`src/hdl/pwl_pkg.sv`:
```
// pwl_pkg: register indices, reset values and answer codes of the lock
// assumes a 16-bit word register port indexed by register number
package pwl_pkg;

  // ---------------------------------------------------------------
  // register indices
  // ---------------------------------------------------------------
  localparam logic [15:0] PWL_ADMIN_PW_HI  = 16'h1388;
  localparam logic [15:0] PWL_ADMIN_PW_LO  = 16'h1389;
  localparam logic [15:0] PWL_ADMIN_LG_HI  = 16'h138A;
  localparam logic [15:0] PWL_ADMIN_LG_LO  = 16'h138B;
  localparam logic [15:0] PWL_USB_PW_HI    = 16'h138C;
  localparam logic [15:0] PWL_USB_PW_LO    = 16'h138D;
  localparam logic [15:0] PWL_USB_LG_HI    = 16'h138E;
  localparam logic [15:0] PWL_USB_LG_LO    = 16'h138F;
  localparam logic [15:0] PWL_RUN_LOCK_DIS = 16'h1390;
  localparam logic [15:0] PWL_RUN_LOCK_ST  = 16'h1391;
  localparam logic [15:0] PWL_ADMIN_ACT    = 16'h1392;
  localparam logic [15:0] PWL_USB_ACT      = 16'h1393;

  // ---------------------------------------------------------------
  // reset values
  // ---------------------------------------------------------------
  localparam logic [15:0] PWL_PW_RESET     = 16'h0000;
  localparam logic        PWL_RLD_RESET    = 1'b0;

  // ---------------------------------------------------------------
  // answer codes
  // ---------------------------------------------------------------
  typedef enum logic [1:0] {
    PWL_RSP_OK     = 2'b00,
    PWL_RSP_LOCKED = 2'b01,
    PWL_RSP_ILLEGAL = 2'b10
  } pwl_rsp_e;

endpackage : pwl_pkg

```
`src/hdl/pwl_parameter_write_lock.sv`:
```
// pwl_parameter_write_lock: write gate for configuration parameters
// assumes protocol front ends present one request per cycle, synchronous
//
// Contract
// [RULE_01] admin password blocks config writes, reads allowed
// [RULE_02] admin password is 32 bits at 5000/5001
// [RULE_03] login compares exact bits, notation matters
// [RULE_04] master writes admin login to 5002/5003
// [RULE_05] 5010 reads one when admin password active
// [RULE_06] zero admin password means none; zeros clear
// [RULE_07] set password storage writable only after login
// [RULE_08] factory reset clears passwords and all parameters
// [RULE_09] power-up factory state has no admin lock
// [RULE_10] usb password blocks usb config writes only
// [RULE_11] usb password at 5004/5005, zero means none
// [RULE_12] master writes usb login to 5006/5007
// [RULE_13] 5011 reads one when usb password active
// [RULE_14] after usb login zeros clear usb password
// [RULE_15] run lock makes config read-only while running
// [RULE_16] run lock enabled in factory default
// [RULE_17] 5008 one disables run lock, zero enables
// [RULE_18] 5009 reads one while run lock enabled
// [RULE_19] admin and run locks gate web writes
// [RULE_20] refused write unchanged, answered with error
module pwl_parameter_write_lock
  import pwl_pkg::*;
(
  input  wire logic        clk,
  input  wire logic        rst,
  input  wire logic        factory_reset,
  input  wire logic        motor_running,
  input  wire logic        run_command,
  input  wire logic        req_valid,
  input  wire logic        req_write,
  input  wire logic        req_usb,
  input  wire logic        req_web,
  input  wire logic [15:0] req_addr,
  input  wire logic [15:0] req_wdata,
  output logic             rsp_valid,
  output pwl_rsp_e         rsp_code,
  output logic      [15:0] rsp_rdata,
  output logic             cfg_wr_en,
  output logic      [15:0] cfg_wr_addr,
  output logic      [15:0] cfg_wr_data,
  output logic             factory_restore,
  output logic             admin_active,
  output logic             usb_active,
  output logic             run_lock_on
);

  // ---------------------------------------------------------------
  // state
  // ---------------------------------------------------------------
  typedef struct packed {
    logic [31:0] admin_pw;
    logic [15:0] admin_lg_hi;
    logic        admin_ok;
    logic [31:0] usb_pw;
    logic [15:0] usb_lg_hi;
    logic        usb_ok;
    logic        run_lock_dis;
    logic        rsp_valid;
    pwl_rsp_e    rsp_code;
    logic [15:0] rsp_rdata;
    logic        cfg_wr_en;
    logic [15:0] cfg_wr_addr;
    logic [15:0] cfg_wr_data;
    logic        factory_restore;
  } pwl_state_s;

  pwl_state_s st_reg;
  pwl_state_s st_next;

  logic admin_on;
  logic usb_on;
  logic run_locked;
  logic in_block;
  logic login_reg;
  logic lock_hit;

  // ---------------------------------------------------------------
  // lock status
  // ---------------------------------------------------------------
  assign admin_on   = (st_reg.admin_pw != 32'h0000_0000); // RULE_06
  assign usb_on     = (st_reg.usb_pw != 32'h0000_0000); // RULE_11
  assign run_locked = !st_reg.run_lock_dis
                      && (motor_running || run_command); // RULE_15
  assign in_block   = (req_addr >= PWL_ADMIN_PW_HI)
                      && (req_addr <= PWL_USB_ACT);
  assign login_reg  = (req_addr == PWL_ADMIN_LG_HI)
                      || (req_addr == PWL_ADMIN_LG_LO)
                      || (req_addr == PWL_USB_LG_HI)
                      || (req_addr == PWL_USB_LG_LO);

  // login registers stay writable so a locked master can log in
  always_comb begin
    lock_hit = 1'b0;
    if (!login_reg) begin
      if (admin_on && !st_reg.admin_ok) begin
        lock_hit = 1'b1; // RULE_01 RULE_07 RULE_19
      end
      if (req_usb && usb_on && !st_reg.usb_ok) begin
        lock_hit = 1'b1; // RULE_10
      end
      if (usb_on && !st_reg.usb_ok
          && ((req_addr == PWL_USB_PW_HI)
              || (req_addr == PWL_USB_PW_LO))) begin
        lock_hit = 1'b1; // RULE_07
      end
      if (run_locked && !in_block) begin
        lock_hit = 1'b1; // RULE_15 RULE_19
      end
    end
  end

  // ---------------------------------------------------------------
  // next state
  // ---------------------------------------------------------------
  always_comb begin
    st_next                 = st_reg;
    st_next.rsp_valid       = 1'b0;
    st_next.cfg_wr_en       = 1'b0;
    st_next.factory_restore = 1'b0;
    if (factory_reset) begin
      st_next.admin_pw        = {PWL_PW_RESET, PWL_PW_RESET}; // RULE_08
      st_next.usb_pw          = {PWL_PW_RESET, PWL_PW_RESET}; // RULE_08
      st_next.admin_ok        = 1'b0;
      st_next.usb_ok          = 1'b0;
      st_next.run_lock_dis    = PWL_RLD_RESET; // RULE_16
      st_next.factory_restore = 1'b1; // RULE_08
    end else if (req_valid) begin
      st_next.rsp_valid = 1'b1;
      st_next.rsp_code  = PWL_RSP_OK;
      st_next.rsp_rdata = 16'h0000;
      if (!req_write) begin
        unique case (req_addr)
          PWL_ADMIN_PW_HI:  st_next.rsp_rdata = st_reg.admin_pw[31:16];
          PWL_ADMIN_PW_LO:  st_next.rsp_rdata = st_reg.admin_pw[15:0];
          PWL_USB_PW_HI:    st_next.rsp_rdata = st_reg.usb_pw[31:16];
          PWL_USB_PW_LO:    st_next.rsp_rdata = st_reg.usb_pw[15:0];
          PWL_RUN_LOCK_DIS: st_next.rsp_rdata = {15'h0000,
                                                 st_reg.run_lock_dis};
          PWL_RUN_LOCK_ST:  st_next.rsp_rdata = {15'h0000,
                                                 !st_reg.run_lock_dis}; // RULE_18
          PWL_ADMIN_ACT:    st_next.rsp_rdata = {15'h0000,
                                                 admin_on}; // RULE_05 RULE_09
          PWL_USB_ACT:      st_next.rsp_rdata = {15'h0000,
                                                 usb_on}; // RULE_13
          default:          st_next.rsp_rdata = 16'h0000;
        endcase
      end else if (lock_hit) begin
        st_next.rsp_code = PWL_RSP_LOCKED; // RULE_20
      end else begin
        unique case (req_addr)
          PWL_ADMIN_PW_HI: st_next.admin_pw[31:16] = req_wdata; // RULE_02
          PWL_ADMIN_PW_LO: st_next.admin_pw[15:0]  = req_wdata; // RULE_02
          PWL_ADMIN_LG_HI: st_next.admin_lg_hi     = req_wdata; // RULE_04
          PWL_ADMIN_LG_LO: begin
            st_next.admin_ok = ({st_reg.admin_lg_hi, req_wdata}
                                == st_reg.admin_pw); // RULE_03
          end
          PWL_USB_PW_HI:   st_next.usb_pw[31:16] = req_wdata; // RULE_11
          PWL_USB_PW_LO:   st_next.usb_pw[15:0]  = req_wdata; // RULE_14
          PWL_USB_LG_HI:   st_next.usb_lg_hi     = req_wdata; // RULE_12
          PWL_USB_LG_LO: begin
            st_next.usb_ok = ({st_reg.usb_lg_hi, req_wdata}
                              == st_reg.usb_pw); // RULE_03
          end
          PWL_RUN_LOCK_DIS: st_next.run_lock_dis = req_wdata[0]; // RULE_17
          PWL_RUN_LOCK_ST, PWL_ADMIN_ACT, PWL_USB_ACT: begin
            st_next.rsp_code = PWL_RSP_ILLEGAL;
          end
          default: begin
            st_next.cfg_wr_en   = 1'b1;
            st_next.cfg_wr_addr = req_addr;
            st_next.cfg_wr_data = req_wdata;
          end
        endcase
      end
    end
  end

  // ---------------------------------------------------------------
  // registers
  // ---------------------------------------------------------------
  always_ff @(posedge clk or posedge rst) begin
    if (rst) begin
      st_reg.admin_pw        <= {PWL_PW_RESET, PWL_PW_RESET}; // RULE_09
      st_reg.admin_lg_hi     <= 16'h0000;
      st_reg.admin_ok        <= 1'b0;
      st_reg.usb_pw          <= {PWL_PW_RESET, PWL_PW_RESET};
      st_reg.usb_lg_hi       <= 16'h0000;
      st_reg.usb_ok          <= 1'b0;
      st_reg.run_lock_dis    <= PWL_RLD_RESET; // RULE_16
      st_reg.rsp_valid       <= 1'b0;
      st_reg.rsp_code        <= PWL_RSP_OK;
      st_reg.rsp_rdata       <= 16'h0000;
      st_reg.cfg_wr_en       <= 1'b0;
      st_reg.cfg_wr_addr     <= 16'h0000;
      st_reg.cfg_wr_data     <= 16'h0000;
      st_reg.factory_restore <= 1'b0;
    end else begin
      st_reg <= st_next;
    end
  end

  assign rsp_valid       = st_reg.rsp_valid;
  assign rsp_code        = st_reg.rsp_code;
  assign rsp_rdata       = st_reg.rsp_rdata;
  assign cfg_wr_en       = st_reg.cfg_wr_en;
  assign cfg_wr_addr     = st_reg.cfg_wr_addr;
  assign cfg_wr_data     = st_reg.cfg_wr_data;
  assign factory_restore = st_reg.factory_restore;
  assign admin_active    = admin_on;
  assign usb_active      = usb_on;
  assign run_lock_on     = !st_reg.run_lock_dis;

endmodule : pwl_parameter_write_lock

```
`config.mk`:
```
export PLATFORM = sky130hd
export DESIGN_NAME = pwl_parameter_write_lock
export DESIGN_NICKNAME = d
export VERILOG_FILES = /design/src/hdl/pwl_pkg.sv /design/src/hdl/pwl_parameter_write_lock.sv
export SDC_FILE = /design/constraint.sdc
export NUM_CORES = 1
export LEC_CHECK = 0
export BUFFER_PORTS_ARGS = -buffer_cell sky130_fd_sc_hd__buf_2
export CAP_MARGIN = 20
export CORE_UTILIZATION = 45
export DETAILED_ROUTE_END_ITERATION = 10
export HOLD_SLACK_MARGIN = 0.12
export PLACE_DENSITY_LB_ADDON = 0.1
export SLEW_MARGIN = 10
export SYNTH_ARGS = -nofsm -noshare
export SYNTH_HDL_FRONTEND = slang
export SYNTH_SLANG_ARGS = --single-unit
```
`constraint.sdc`:
```
create_clock -name clk -period 8.8 [get_ports clk]
set_input_delay 0 -clock clk [delete_from_list [all_inputs] [get_ports clk]]
set_output_delay 0 -clock clk [all_outputs]
set_load 0.02 [all_outputs]
```
==> reports/qor.txt, run 1 <==
Outcome = complete, no violations
Highest achievable clock rate = 278 MHz
Number of enable flip-flop cells after synthesis = 0
Boundary Pins = 97
Vias in the first global route = 5,752
Leak = 4.39 nW
Startpoint kind of the worst setup timing path = input pin
Count of buffers inserted at the top-level ports = 95
Arrival @ worst endpoint = 3.90 ns
Detailed-routing iteration count for the pre-antenna-repair pass = 8
Number of cells in the design after placement = 864
Start-to-end type of the worst setup path = input pin to flop
Mean area per synthesized cell = 12.2 sq um
Endpoint kind of the worst setup timing path = flop
GRT overflow = 0
Final nets = 742
Core area = 16,500 sq um
Number of nets with antenna violations after routing = 0
VDD IR max = 0.132 mV
Max-cap viol count = 0
Worst-case clock buffer depth = 2
GRT Resource Usage Total = 0.263
Library cell contributing the largest single delay on the critical path = sky130_fd_sc_hd__nor2_2
Largest net degree at the start of global routing = 81
Root buffer cell = sky130_fd_sc_hd__clkbuf_16
Cell Chain, Critical Path = dlygate4sd3_1, buf_2, nand2b_1, nor2_2, nand3_1, nor3b_4, mux2_1
Clock tree from TritonCTS = built
Min-Delay Path Class = input pin to asynchronous set/reset pin
Largest stage delay on the critical path = 0.96 ns
Sequential fraction of the synthesis area = 0.501
Clock Sinks = 152
Area leader, netlist = sky130_fd_sc_hd__dfrtp_1
Clock-pin slew on the worst setup and hold paths = 0.06 ns
Area enclosed by the die boundary = 17,400 sq um
Critical path peak fanout = 20
Iteration-0 DRC count of the detailed router = 499
Gate family responsible for the most delay along the worst path = simple AND/OR/NAND/NOR gates
Post-CTS setup buffer count = 0
Detailed placer's ending HPWL = 14,700 um
Part of the cycle the worst path needs = 0.409
Number of standard-cell rows in the floorplan = 47
Placed instance area = 7880 sq um
Number of synthesized register bits = 152
Die Span Y = 132 um
Number of antenna cells inserted = 0
Worst slew pin tran = 1.05 ns
Syn_nets = 661
Synthesis warning total = 0
Initial antenna violation count = 0
Non-filler instance count after layout = 931
Clk_skew = 0.00611 ns
Proportion of layout cells with a drive suffix above 1 = 0.249
Final total negative setup slack = 0 ns
PwrDens = 192 nW/um^2
Area share of the largest cell type after synthesis = 0.501
Number of gates resized after CTS = 0
Number of flip-flops in the largest register = 99
# setup viols final = 0
Synth Instances = 620
Via count = 5,554
Number of H-tree levels = 4
Post-synthesis cell type count = 48
Number of buffers added by the clock tree synthesis step = 17
Weighted congestion reported at the end of routability-driven placement = 0.905
Initial Util = 0.459
Top post-synthesis cells by area = sky130_fd_sc_hd__dfrtp_1 (50%), sky130_fd_sc_hd__o2bb2ai_1 (7.4%), sky130_fd_sc_hd__xor2_1 (7.4%)
Setup repair after global routing missed its margin = no
Aggregate routed wire length = 21,900 um
Post-route DRC violation count = 0
Data required time at the worst endpoint = 9.10 ns
Vias per Instance = 5.97
Average wire per cell in the routed design = 23.6 um
Most numerous cell in the Yosys netlist = sky130_fd_sc_hd__dfrtp_1
Final-report max-slew violation count = 0
Tightest slew margin relative to the limit = 0.297
Synthesized cell area = 7580 sq um
Async set-reset flop share out of synthesis = 1.00
First-pass GRT wire length = 34,300 um
Primary FF master, synth = sky130_fd_sc_hd__dfrtp_1
Area added between synthesis and finish = 16.4%
Final non-filler cell area = 8830 sq um
Final hold violation count = 0
Overall die width = 132 um
Cell types with the highest counts after synthesis = sky130_fd_sc_hd__dfrtp_1 (152), sky130_fd_sc_hd__o2bb2ai_1 (64), sky130_fd_sc_hd__xor2_1 (64), sky130_fd_sc_hd__buf_4 (52), sky130_fd_sc_hd__nand2_1 (40)
Buffers plus inverters on the worst setup path = 2
Final Critical Period = 3.60 ns
Total power of the final layout = 1.70 mW
Worst-Skew Late Latency = 0.43 ns
[area by class of cell]
| type | instances | area, sq um |
|---|---|---|
| multi-input combinational | 384 | 3240 |
| fill | 1479 | 7690 |
| sequential | 152 | 3800 |
| tap | 220 | 275 |
| inverter | 7 | 31.3 |
| clock inverter | 10 | 130 |
| timing repair buffer | 139 | 905 |
| clock buffer | 19 | 443 |
[worst paths after layout]
path,start,endpoint,slack (ns),cells past startpoint
worst min-delay path,rst,cfg_wr_addr[7],0.26,3
worst max-delay path,factory_reset,st_reg[118],5.20,7
worst min register to register,rsp_rdata[12],rsp_rdata[12],0.47,1
worst max register to register,st_reg[88],st_reg[148],5.42,6
min in group clk,req_addr[5],cfg_wr_addr[5],0.36,3
max in group asynchronous,rst,rsp_rdata[0],7.10,4
[where the power goes]
part | internal (mW) | total [mW] | switching (mW)
Combinational | 0.0927 | 0.216 | 0.124
Clock | 0.445 | 0.727 | 0.281
Sequential | 0.735 | 0.753 | 0.0182
Total | 1.27 | 1.70 | 0.423
[per-stage QoR]
stage	util	setup slack, ns	hold slack (ns)
6_report	0.534	5.20	0.260
5_1_grt	0.534	4.96	0.315
2_1_floorplan	-	4.71	0.0314
3_5_place_dp	0.477	5.28	0.184
3_3_place_gp	0.476	5.36	0.174
4_1_cts	0.534	5.19	0.291
[kinds of logic (layout without fill, tap and decap cells)]
group | Yosys count | count (layout) | synth area share
AOI/OAI and AO/OA | 131 | 131 | 0.145
xor gates and xnor gates | 65 | 65 | 0.0751
buffers and inverters | 84 | 175 | 0.0734
DFF | 152 | 152 | 0.501
muxes | 66 | 66 | 0.112
and+or+nand+nor | 122 | 122 | 0.0927
[metal layers]
| metal | track usage | vias up | wire (um) |
|---|---|---|---|
| met3 | 0.0565 | 44 | 1450 |
| met2 | 0.423 | 257 | 10500 |
| met4 | 0.110 | 0 | 617 |
| li1 | - | 2427 | - |
| met5 | 0 | - | 0 |
| met1 | 0.346 | 2826 | 9380 |
[cell usage in the layout, fill, tap and decap left out, types with 2 or more instances in the layout]
| cell | n |
|---|---|
| sky130_fd_sc_hd__dfrtp_1 | 152 |
| sky130_fd_sc_hd__buf_2 | 95 |
| sky130_fd_sc_hd__o2bb2ai_1 | 64 |
| sky130_fd_sc_hd__xor2_1 | 64 |
| sky130_fd_sc_hd__nand2_1 | 40 |
| sky130_fd_sc_hd__dlygate4sd3_1 | 38 |
| sky130_fd_sc_hd__mux2_1 | 35 |
| sky130_fd_sc_hd__nor4_1 | 32 |
| sky130_fd_sc_hd__mux2_4 | 29 |
| sky130_fd_sc_hd__a21oi_1 | 21 |
| sky130_fd_sc_hd__clkbuf_16 | 17 |
| sky130_fd_sc_hd__a222oi_1 | 15 |
| sky130_fd_sc_hd__a21o_1 | 15 |
| sky130_fd_sc_hd__nand4_1 | 14 |
| sky130_fd_sc_hd__nor2_1 | 6 |
| sky130_fd_sc_hd__nor3_1 | 5 |
| sky130_fd_sc_hd__inv_1 | 5 |
| sky130_fd_sc_hd__clkinv_2 | 5 |
| sky130_fd_sc_hd__buf_4 | 5 |
| sky130_fd_sc_hd__a31oi_4 | 4 |
| sky130_fd_sc_hd__nor3_2 | 3 |
| sky130_fd_sc_hd__nand3_1 | 3 |
| sky130_fd_sc_hd__o21ai_0 | 3 |
| sky130_fd_sc_hd__bufinv_16 | 3 |
| sky130_fd_sc_hd__nand2b_1 | 2 |
| sky130_fd_sc_hd__nor3b_1 | 2 |
| sky130_fd_sc_hd__o21ai_1 | 2 |
| sky130_fd_sc_hd__mux2i_1 | 2 |
| sky130_fd_sc_hd__clkinvlp_4 | 2 |
[tightest hold or removal path, cell delays in order]
cell and delay (ns):
sky130_fd_sc_hd__dlygate4sd3_1 0.54, sky130_fd_sc_hd__buf_2 0.15, sky130_fd_sc_hd__inv_6 0.50
[timing repair]
item,in CTS,in global routing
endpoints found under the setup margin,0,0
hold buffers,38,0
hold endpoints to repair,213,0
Note: power is estimated with default switching activity, not from simulation.
==> inputs of run 2 (changes only) <==
clock period = 2.9 ns   (was 8.8 ns; I/O delays follow)
==> run 2 against run 1 <==
Effect of this change:
- global-route usage decreased by 0.084 points
- first-iteration DRC count up 2.0%
- sequential share of layout area fell by 0.98 points
- register-to-register slack got worse by 5.3 ns
- sequential power increased to 3.0 times the previous value
- critical path depth unchanged
- die area stayed put
==> reports/qor.txt, run 2 (same netlist as run 1, synthesis figures left out) <==
VDD IR max = 0.434 mV
Total of hold buffers inserted after clock tree synthesis = 37
Startpoint kind of the worst setup timing path = flop
Cell Chain, Critical Path = nor4_1, nand4_1, o21bai_1, o221a_2, o211a_2, buf_12, mux2_1
Number of standard-cell rows in the floorplan = 47
Die Span Y = 132 um
Path depth of the worst reg2reg path = 7
Outcome = complete, no violations
Iteration-0 DRC count of the detailed router = 509
Average wire per cell in the routed design = 23.2 um
PwrDens = 622 nW/um^2
Critical R2R Capture = cfg_wr_addr[14]
Vias per Instance = 5.93
Clk_skew = 0.0114 ns
Min-Delay Path Class = input pin to asynchronous set/reset pin
Startpoint of the most critical register-to-register path = st_reg[102]
Start-to-end type of the worst setup path = flop to flop
R2R Setup Slk = 0.12 ns
Count of buffers inserted at the top-level ports = 95
Arrival @ worst endpoint = 3.09 ns
Area enclosed by the die boundary = 17,400 sq um
Weighted congestion reported at the end of routability-driven placement = 0.923
Number of antenna cells inserted = 0
First-pass GRT wire length = 34,100 um
Number of H-tree levels = 4
Number of buffers added by the clock tree synthesis step = 17
Final nets = 751
Most common cell after layout, fill and taps aside = sky130_fd_sc_hd__dfrtp_1
Number of flip-flops in the largest register = 99
CP Launch Point = st_reg[102]
Final-report max-slew violation count = 0
Number of gates resized after CTS = 0
Gate family responsible for the most delay along the worst path = simple AND/OR/NAND/NOR gates
Leak = 4.48 nW
Initial Util = 0.459
GRT Resource Usage Total = 0.263
GRT overflow = 0
Detailed placer's ending HPWL = 14,800 um
Largest stage delay on the critical path = 0.54 ns
Detailed-routing iteration count for the pre-antenna-repair pass = 8
Highest achievable clock rate = 359 MHz
Endpoint kind of the worst setup timing path = flop
Clock Sinks = 152
Aggregate routed wire length = 21,800 um
Via count = 5,593
Number of nets with antenna violations after routing = 0
Final Critical Period = 2.78 ns
Max-cap viol count = 0
Root buffer cell = sky130_fd_sc_hd__clkbuf_16
Critical path peak fanout = 30
Library cell contributing the largest single delay on the critical path = sky130_fd_sc_hd__nor4_1
Most frequent cells in the layout = sky130_fd_sc_hd__dfrtp_1 (152), sky130_fd_sc_hd__buf_2 (95), sky130_fd_sc_hd__o2bb2ai_1 (64), sky130_fd_sc_hd__xor2_1 (64), sky130_fd_sc_hd__nand2_1 (40)
Buffers plus inverters on the worst setup path = 1
Worst slew pin tran = 0.919 ns
Tightest slew margin relative to the limit = 0.387
Data required time at the worst endpoint = 3.21 ns
Post-route DRC violation count = 0
Initial antenna violation count = 0
Post-CTS setup buffer count = 0
Overall die width = 132 um
Clock tree from TritonCTS = built
Worst-case clock buffer depth = 2
Final total negative setup slack = 0 ns
Worst-Skew Late Latency = 0.44 ns
Setup repair after global routing missed its margin = no
Final hold violation count = 0
Proportion of layout cells with a drive suffix above 1 = 0.263
Vias in the first global route = 5,748
Part of the cycle the worst path needs = 0.960
Area added between synthesis and finish = 19.1%
Core area = 16,500 sq um
# setup viols final = 0
Clock-pin slew on the worst setup and hold paths = 0.06 ns
Boundary Pins = 97
Largest net degree at the start of global routing = 153
Final worst hold slack = 0.294 ns
run 2: changes by cell type in the layout (fill, tap and decap cells not counted), moves of 2 or more:
cell,change
sky130_fd_sc_hd__bufinv_16,+4
sky130_fd_sc_hd__buf_12,+2
sky130_fd_sc_hd__clkbuf_8,+2
sky130_fd_sc_hd__buf_4,+9
sky130_fd_sc_hd__clkinv_2,-3
run 2: area by class of cell:
cell class / count / area [sq um]
well taps: 220 / 275
inverters: 7 / 30.0
flip-flops and latches: 152 / 3800
repair buffers: 148 / 991
fillers: 1437 / 7490
multi-input cells: 384 / 3220
clock inverters: 12 / 244
clock buffers: 20 / 467
run 2: through the flow:
step	total power [mW]	cell area, sq um	instances	utilization	setup WS, ns
after floorplan	2.86	7590	620	-	0.846
after global placement	2.94	7950	874	0.481	0.314
after detailed placement	2.95	7950	874	0.481	0.232
after CTS	5.66	9030	943	0.547	0.227
after global routing	5.80	9030	943	0.547	0.0662
final	5.62	9030	943	0.547	0.115
run 2: worst max-delay path by stage:
stage	end	cells past startpoint	slack, ns
global placement	cfg_wr_data[15]	7	0.31
detailed placement	cfg_wr_addr[14]	7	0.23
floorplan	cfg_wr_addr[0]	8	0.85
finish	cfg_wr_addr[14]	7	0.12
global route	cfg_wr_addr[14]	7	0.07
CTS	cfg_wr_addr[14]	7	0.23
run 2: tightest hold or removal path, cell delays in order:
cell	delay (ns)
sky130_fd_sc_hd__dlygate4sd3_1	0.54
sky130_fd_sc_hd__buf_2	0.14
sky130_fd_sc_hd__clkinvlp_4	0.07
sky130_fd_sc_hd__buf_12	0.50
run 2: metal layers:
layer | vias up | global-route usage | routed length, um
met1 | 2829 | 0.339 | 9140
met3 | 53 | 0.0619 | 1550
met2 | 271 | 0.417 | 10300
li1 | 2440 | - | -
met4 | 0 | 0.124 | 826
met5 | - | 0 | 0
run 2: report_power, final:
group / switching (mW) / leakage, nW / internal [mW] / total [mW]
logic: 0.375 / 2.07 / 0.285 / 0.660
clock network: 0.904 / 0.342 / 1.77 / 2.67
registers: 0.0601 / 2.07 / 2.23 / 2.29
==> inputs of run 3 (changes only) <==
ABC_AREA = 1   (was not set)
==> run 3 against run 2 <==
Effect of this change:
- routed wire length up 18%
- sequential cell count unchanged
- global-route usage up 2.7 points
- critical path type unchanged
- combinational power up 77%
- critical endpoint is now st_reg[136]
- non-clock buffer count down 9
==> reports/qor.txt, run 3 <==
Detailed-routing iteration count for the pre-antenna-repair pass = 5
Flip-flop and latch area = 3800 sq um
Number of enable flip-flop cells after synthesis = 0
Min-Delay Path Class = input pin to flop
Detailed placer's ending HPWL = 18,600 um
Most common cell after layout, fill and taps aside = sky130_fd_sc_hd__nand2_1
Number of flip-flops in the largest register = 99
Die Span Y = 137 um
Clock Sinks = 152
Count of buffers inserted at the top-level ports = 95
Cell Chain, Critical Path = nor2_1, nand2_1, nor2_1, nand2_1, nor2_1, nor2_1, nor2_1, nand2_4, nand2_4, nand2_4, nor2_1, nand2_1, nand2_1
Post-synthesis cell type count = 37
Outcome = complete, no violations
Final hold violation count = 0
Proportion of layout cells with a drive suffix above 1 = 0.160
Number of cells in the design after placement = 1,295
VDD IR max = 0.412 mV
Syn_nets = 1,086
Synthesis warning total = 0
Async set-reset flop share out of synthesis = 1.00
GRT overflow = 0
Aggregate routed wire length = 25,800 um
Initial Util = 0.466
Data required time at the worst endpoint = 3.27 ns
Final total negative setup slack = 0 ns
Worst slew pin tran = 0.858 ns
Largest net degree at the start of global routing = 68
Number of nets with antenna violations after routing = 0
Final nets = 1,163
Highest achievable clock rate = 419 MHz
Max-cap viol count = 0
Overall die width = 137 um
Startpoint kind of the worst setup timing path = flop
Leak = 4.83 nW
First-pass GRT wire length = 39,200 um
Post-CTS setup buffer count = 0
Tightest slew margin relative to the limit = 0.426
Core area = 17,500 sq um
Weighted congestion reported at the end of routability-driven placement = 0.951
Buffers plus inverters on the worst setup path = 0
Root buffer cell = sky130_fd_sc_hd__clkbuf_16
# setup viols final = 0
Part of the cycle the worst path needs = 0.824
Start-to-end type of the worst setup path = flop to flop
Library cell contributing the largest single delay on the critical path = sky130_fd_sc_hd__dfrtp_1
Endpoint kind of the worst setup timing path = flop
Vias in the first global route = 6,736
Initial antenna violation count = 0
Placed instance area = 8450 sq um
Via count = 7,248
GRT Resource Usage Total = 0.290
Clock-pin slew on the worst setup and hold paths = 0.06 ns
Synthesized cell area = 8170 sq um
PwrDens = 645 nW/um^2
Worst-case clock buffer depth = 2
Critical path peak fanout = 17
Sequential fraction of the synthesis area = 0.465
Fill cell total of the finished layout = 1,713
Most numerous cell on the critical path = sky130_fd_sc_hd__nor2_1
Worst-Skew Late Latency = 0.43 ns
Synth Instances = 1,045
Multi-input gate area in the final layout = 3440 sq um
Primary FF master, synth = sky130_fd_sc_hd__dfrtp_1
Iteration-0 DRC count of the detailed router = 727
Number of synthesized register bits = 152
Top post-synthesis cells by area = sky130_fd_sc_hd__dfrtp_1 (47%), sky130_fd_sc_hd__nand2_1 (16%), sky130_fd_sc_hd__o21ai_0 (5.3%)
Most frequent cells in the layout = sky130_fd_sc_hd__nand2_1 (358), sky130_fd_sc_hd__dfrtp_1 (152), sky130_fd_sc_hd__buf_2 (95), sky130_fd_sc_hd__o21ai_0 (87), sky130_fd_sc_hd__inv_1 (79)
Number of H-tree levels = 4
Area enclosed by the die boundary = 18,700 sq um
Clock tree from TritonCTS = built
Cell types with the highest counts after synthesis = sky130_fd_sc_hd__nand2_1 (358), sky130_fd_sc_hd__dfrtp_1 (152), sky130_fd_sc_hd__o21ai_0 (87), sky130_fd_sc_hd__inv_1 (80), sky130_fd_sc_hd__nor2_1 (76)
Largest stage delay on the critical path = 0.43 ns
Post-route DRC violation count = 0
Final Critical Period = 2.39 ns
Area share of the largest cell type after synthesis = 0.465
Area added between synthesis and finish = 15.4%
Non-filler instance count after layout = 1,360
Final-report max-slew violation count = 0
Number of antenna cells inserted = 0
Clk_skew = 0.00808 ns
Vias per Instance = 5.33
Mean area per synthesized cell = 7.82 sq um
Arrival @ worst endpoint = 2.76 ns
Number of buffers added by the clock tree synthesis step = 17
Area leader, netlist = sky130_fd_sc_hd__dfrtp_1
Number of standard-cell rows in the floorplan = 48
Average wire per cell in the routed design = 19.0 um
Most numerous cell in the Yosys netlist = sky130_fd_sc_hd__nand2_1
Final non-filler cell area = 9430 sq um
Boundary Pins = 97
Setup repair after global routing missed its margin = no
Gate family responsible for the most delay along the worst path = simple AND/OR/NAND/NOR gates
## run 3: layout make-up
| type | instances | share of cell area |
|---|---|---|
| well taps | 225 | 0.0298 |
| multi-input cells | 725 | 0.365 |
| clock buffers | 18 | 0.0466 |
| clock inverters | 14 | 0.0223 |
| repair buffers | 139 | 0.0968 |
| flip-flops and latches | 152 | 0.403 |
| inverters | 87 | 0.0361 |
## run 3: report_power, final
group	switching [mW]	internal, mW
clock	0.980	1.49
combinational	0.800	0.366
sequential	0.119	2.33
## run 3: path summary, 6_finish.rpt
path                               from        endpoint  slack [ns]  cells after the start
setup / recovery            st_reg[143]     st_reg[136]        0.51                     13
hold reg to reg            rsp_rdata[1]    rsp_rdata[1]        0.47                      2
min in group asynchronous           rst  cfg_wr_data[7]        0.22                      3
max in group asynchronous           rst     st_reg[149]        1.91                      4
hold / removal                  req_usb     rsp_code[0]        0.15                      7
setup reg to reg            st_reg[143]     st_reg[136]        0.51                     13
## run 3: tightest hold or removal path: stages
cell and delay, ns:
sky130_fd_sc_hd__buf_2 0.09, sky130_fd_sc_hd__inv_1 0.05, sky130_fd_sc_hd__nand3_2 0.07, sky130_fd_sc_hd__nand3_2 0.09, sky130_fd_sc_hd__nand2_4 0.11, sky130_fd_sc_hd__nand3_1 0.08
sky130_fd_sc_hd__nand2_1 0.06
## run 3: cell families after synthesis
family                    share of synthesized area
and+or+nand+nor                               0.291
AOI/OAI and AO/OA                             0.107
xor gates and xnor gates                     0.0236
DFF                                           0.465
buffers and inverters                         0.113
## run 3: metrics by stage
stage / worst slack, ns / power [mW] / hold WS, ns / utilization
after floorplan: 0.983 / 3.48 / 0.0314 / -
after global placement: 0.602 / 3.62 / 0.140 / 0.482
after detailed placement: 0.571 / 3.63 / 0.143 / 0.482
after CTS: 0.543 / 6.12 / 0.141 / 0.538
after global routing: 0.344 / 6.34 / 0.200 / 0.538
final: 0.511 / 6.09 / 0.147 / 0.538
## run 3: repair_timing
item | CTS | global route
endpoints found under the setup margin | 0 | 0
endpoints found under the hold margin | 88 | 0
hold buffers | 33 | 0
gates resized for setup | 0 | 0
## run 3: per-layer routing
metal / part of all wire / global-route usage
met5: 0 / 0
met4: 0.025 / 0.109
met3: 0.091 / 0.0615
met2: 0.45 / 0.456
met1: 0.43 / 0.390
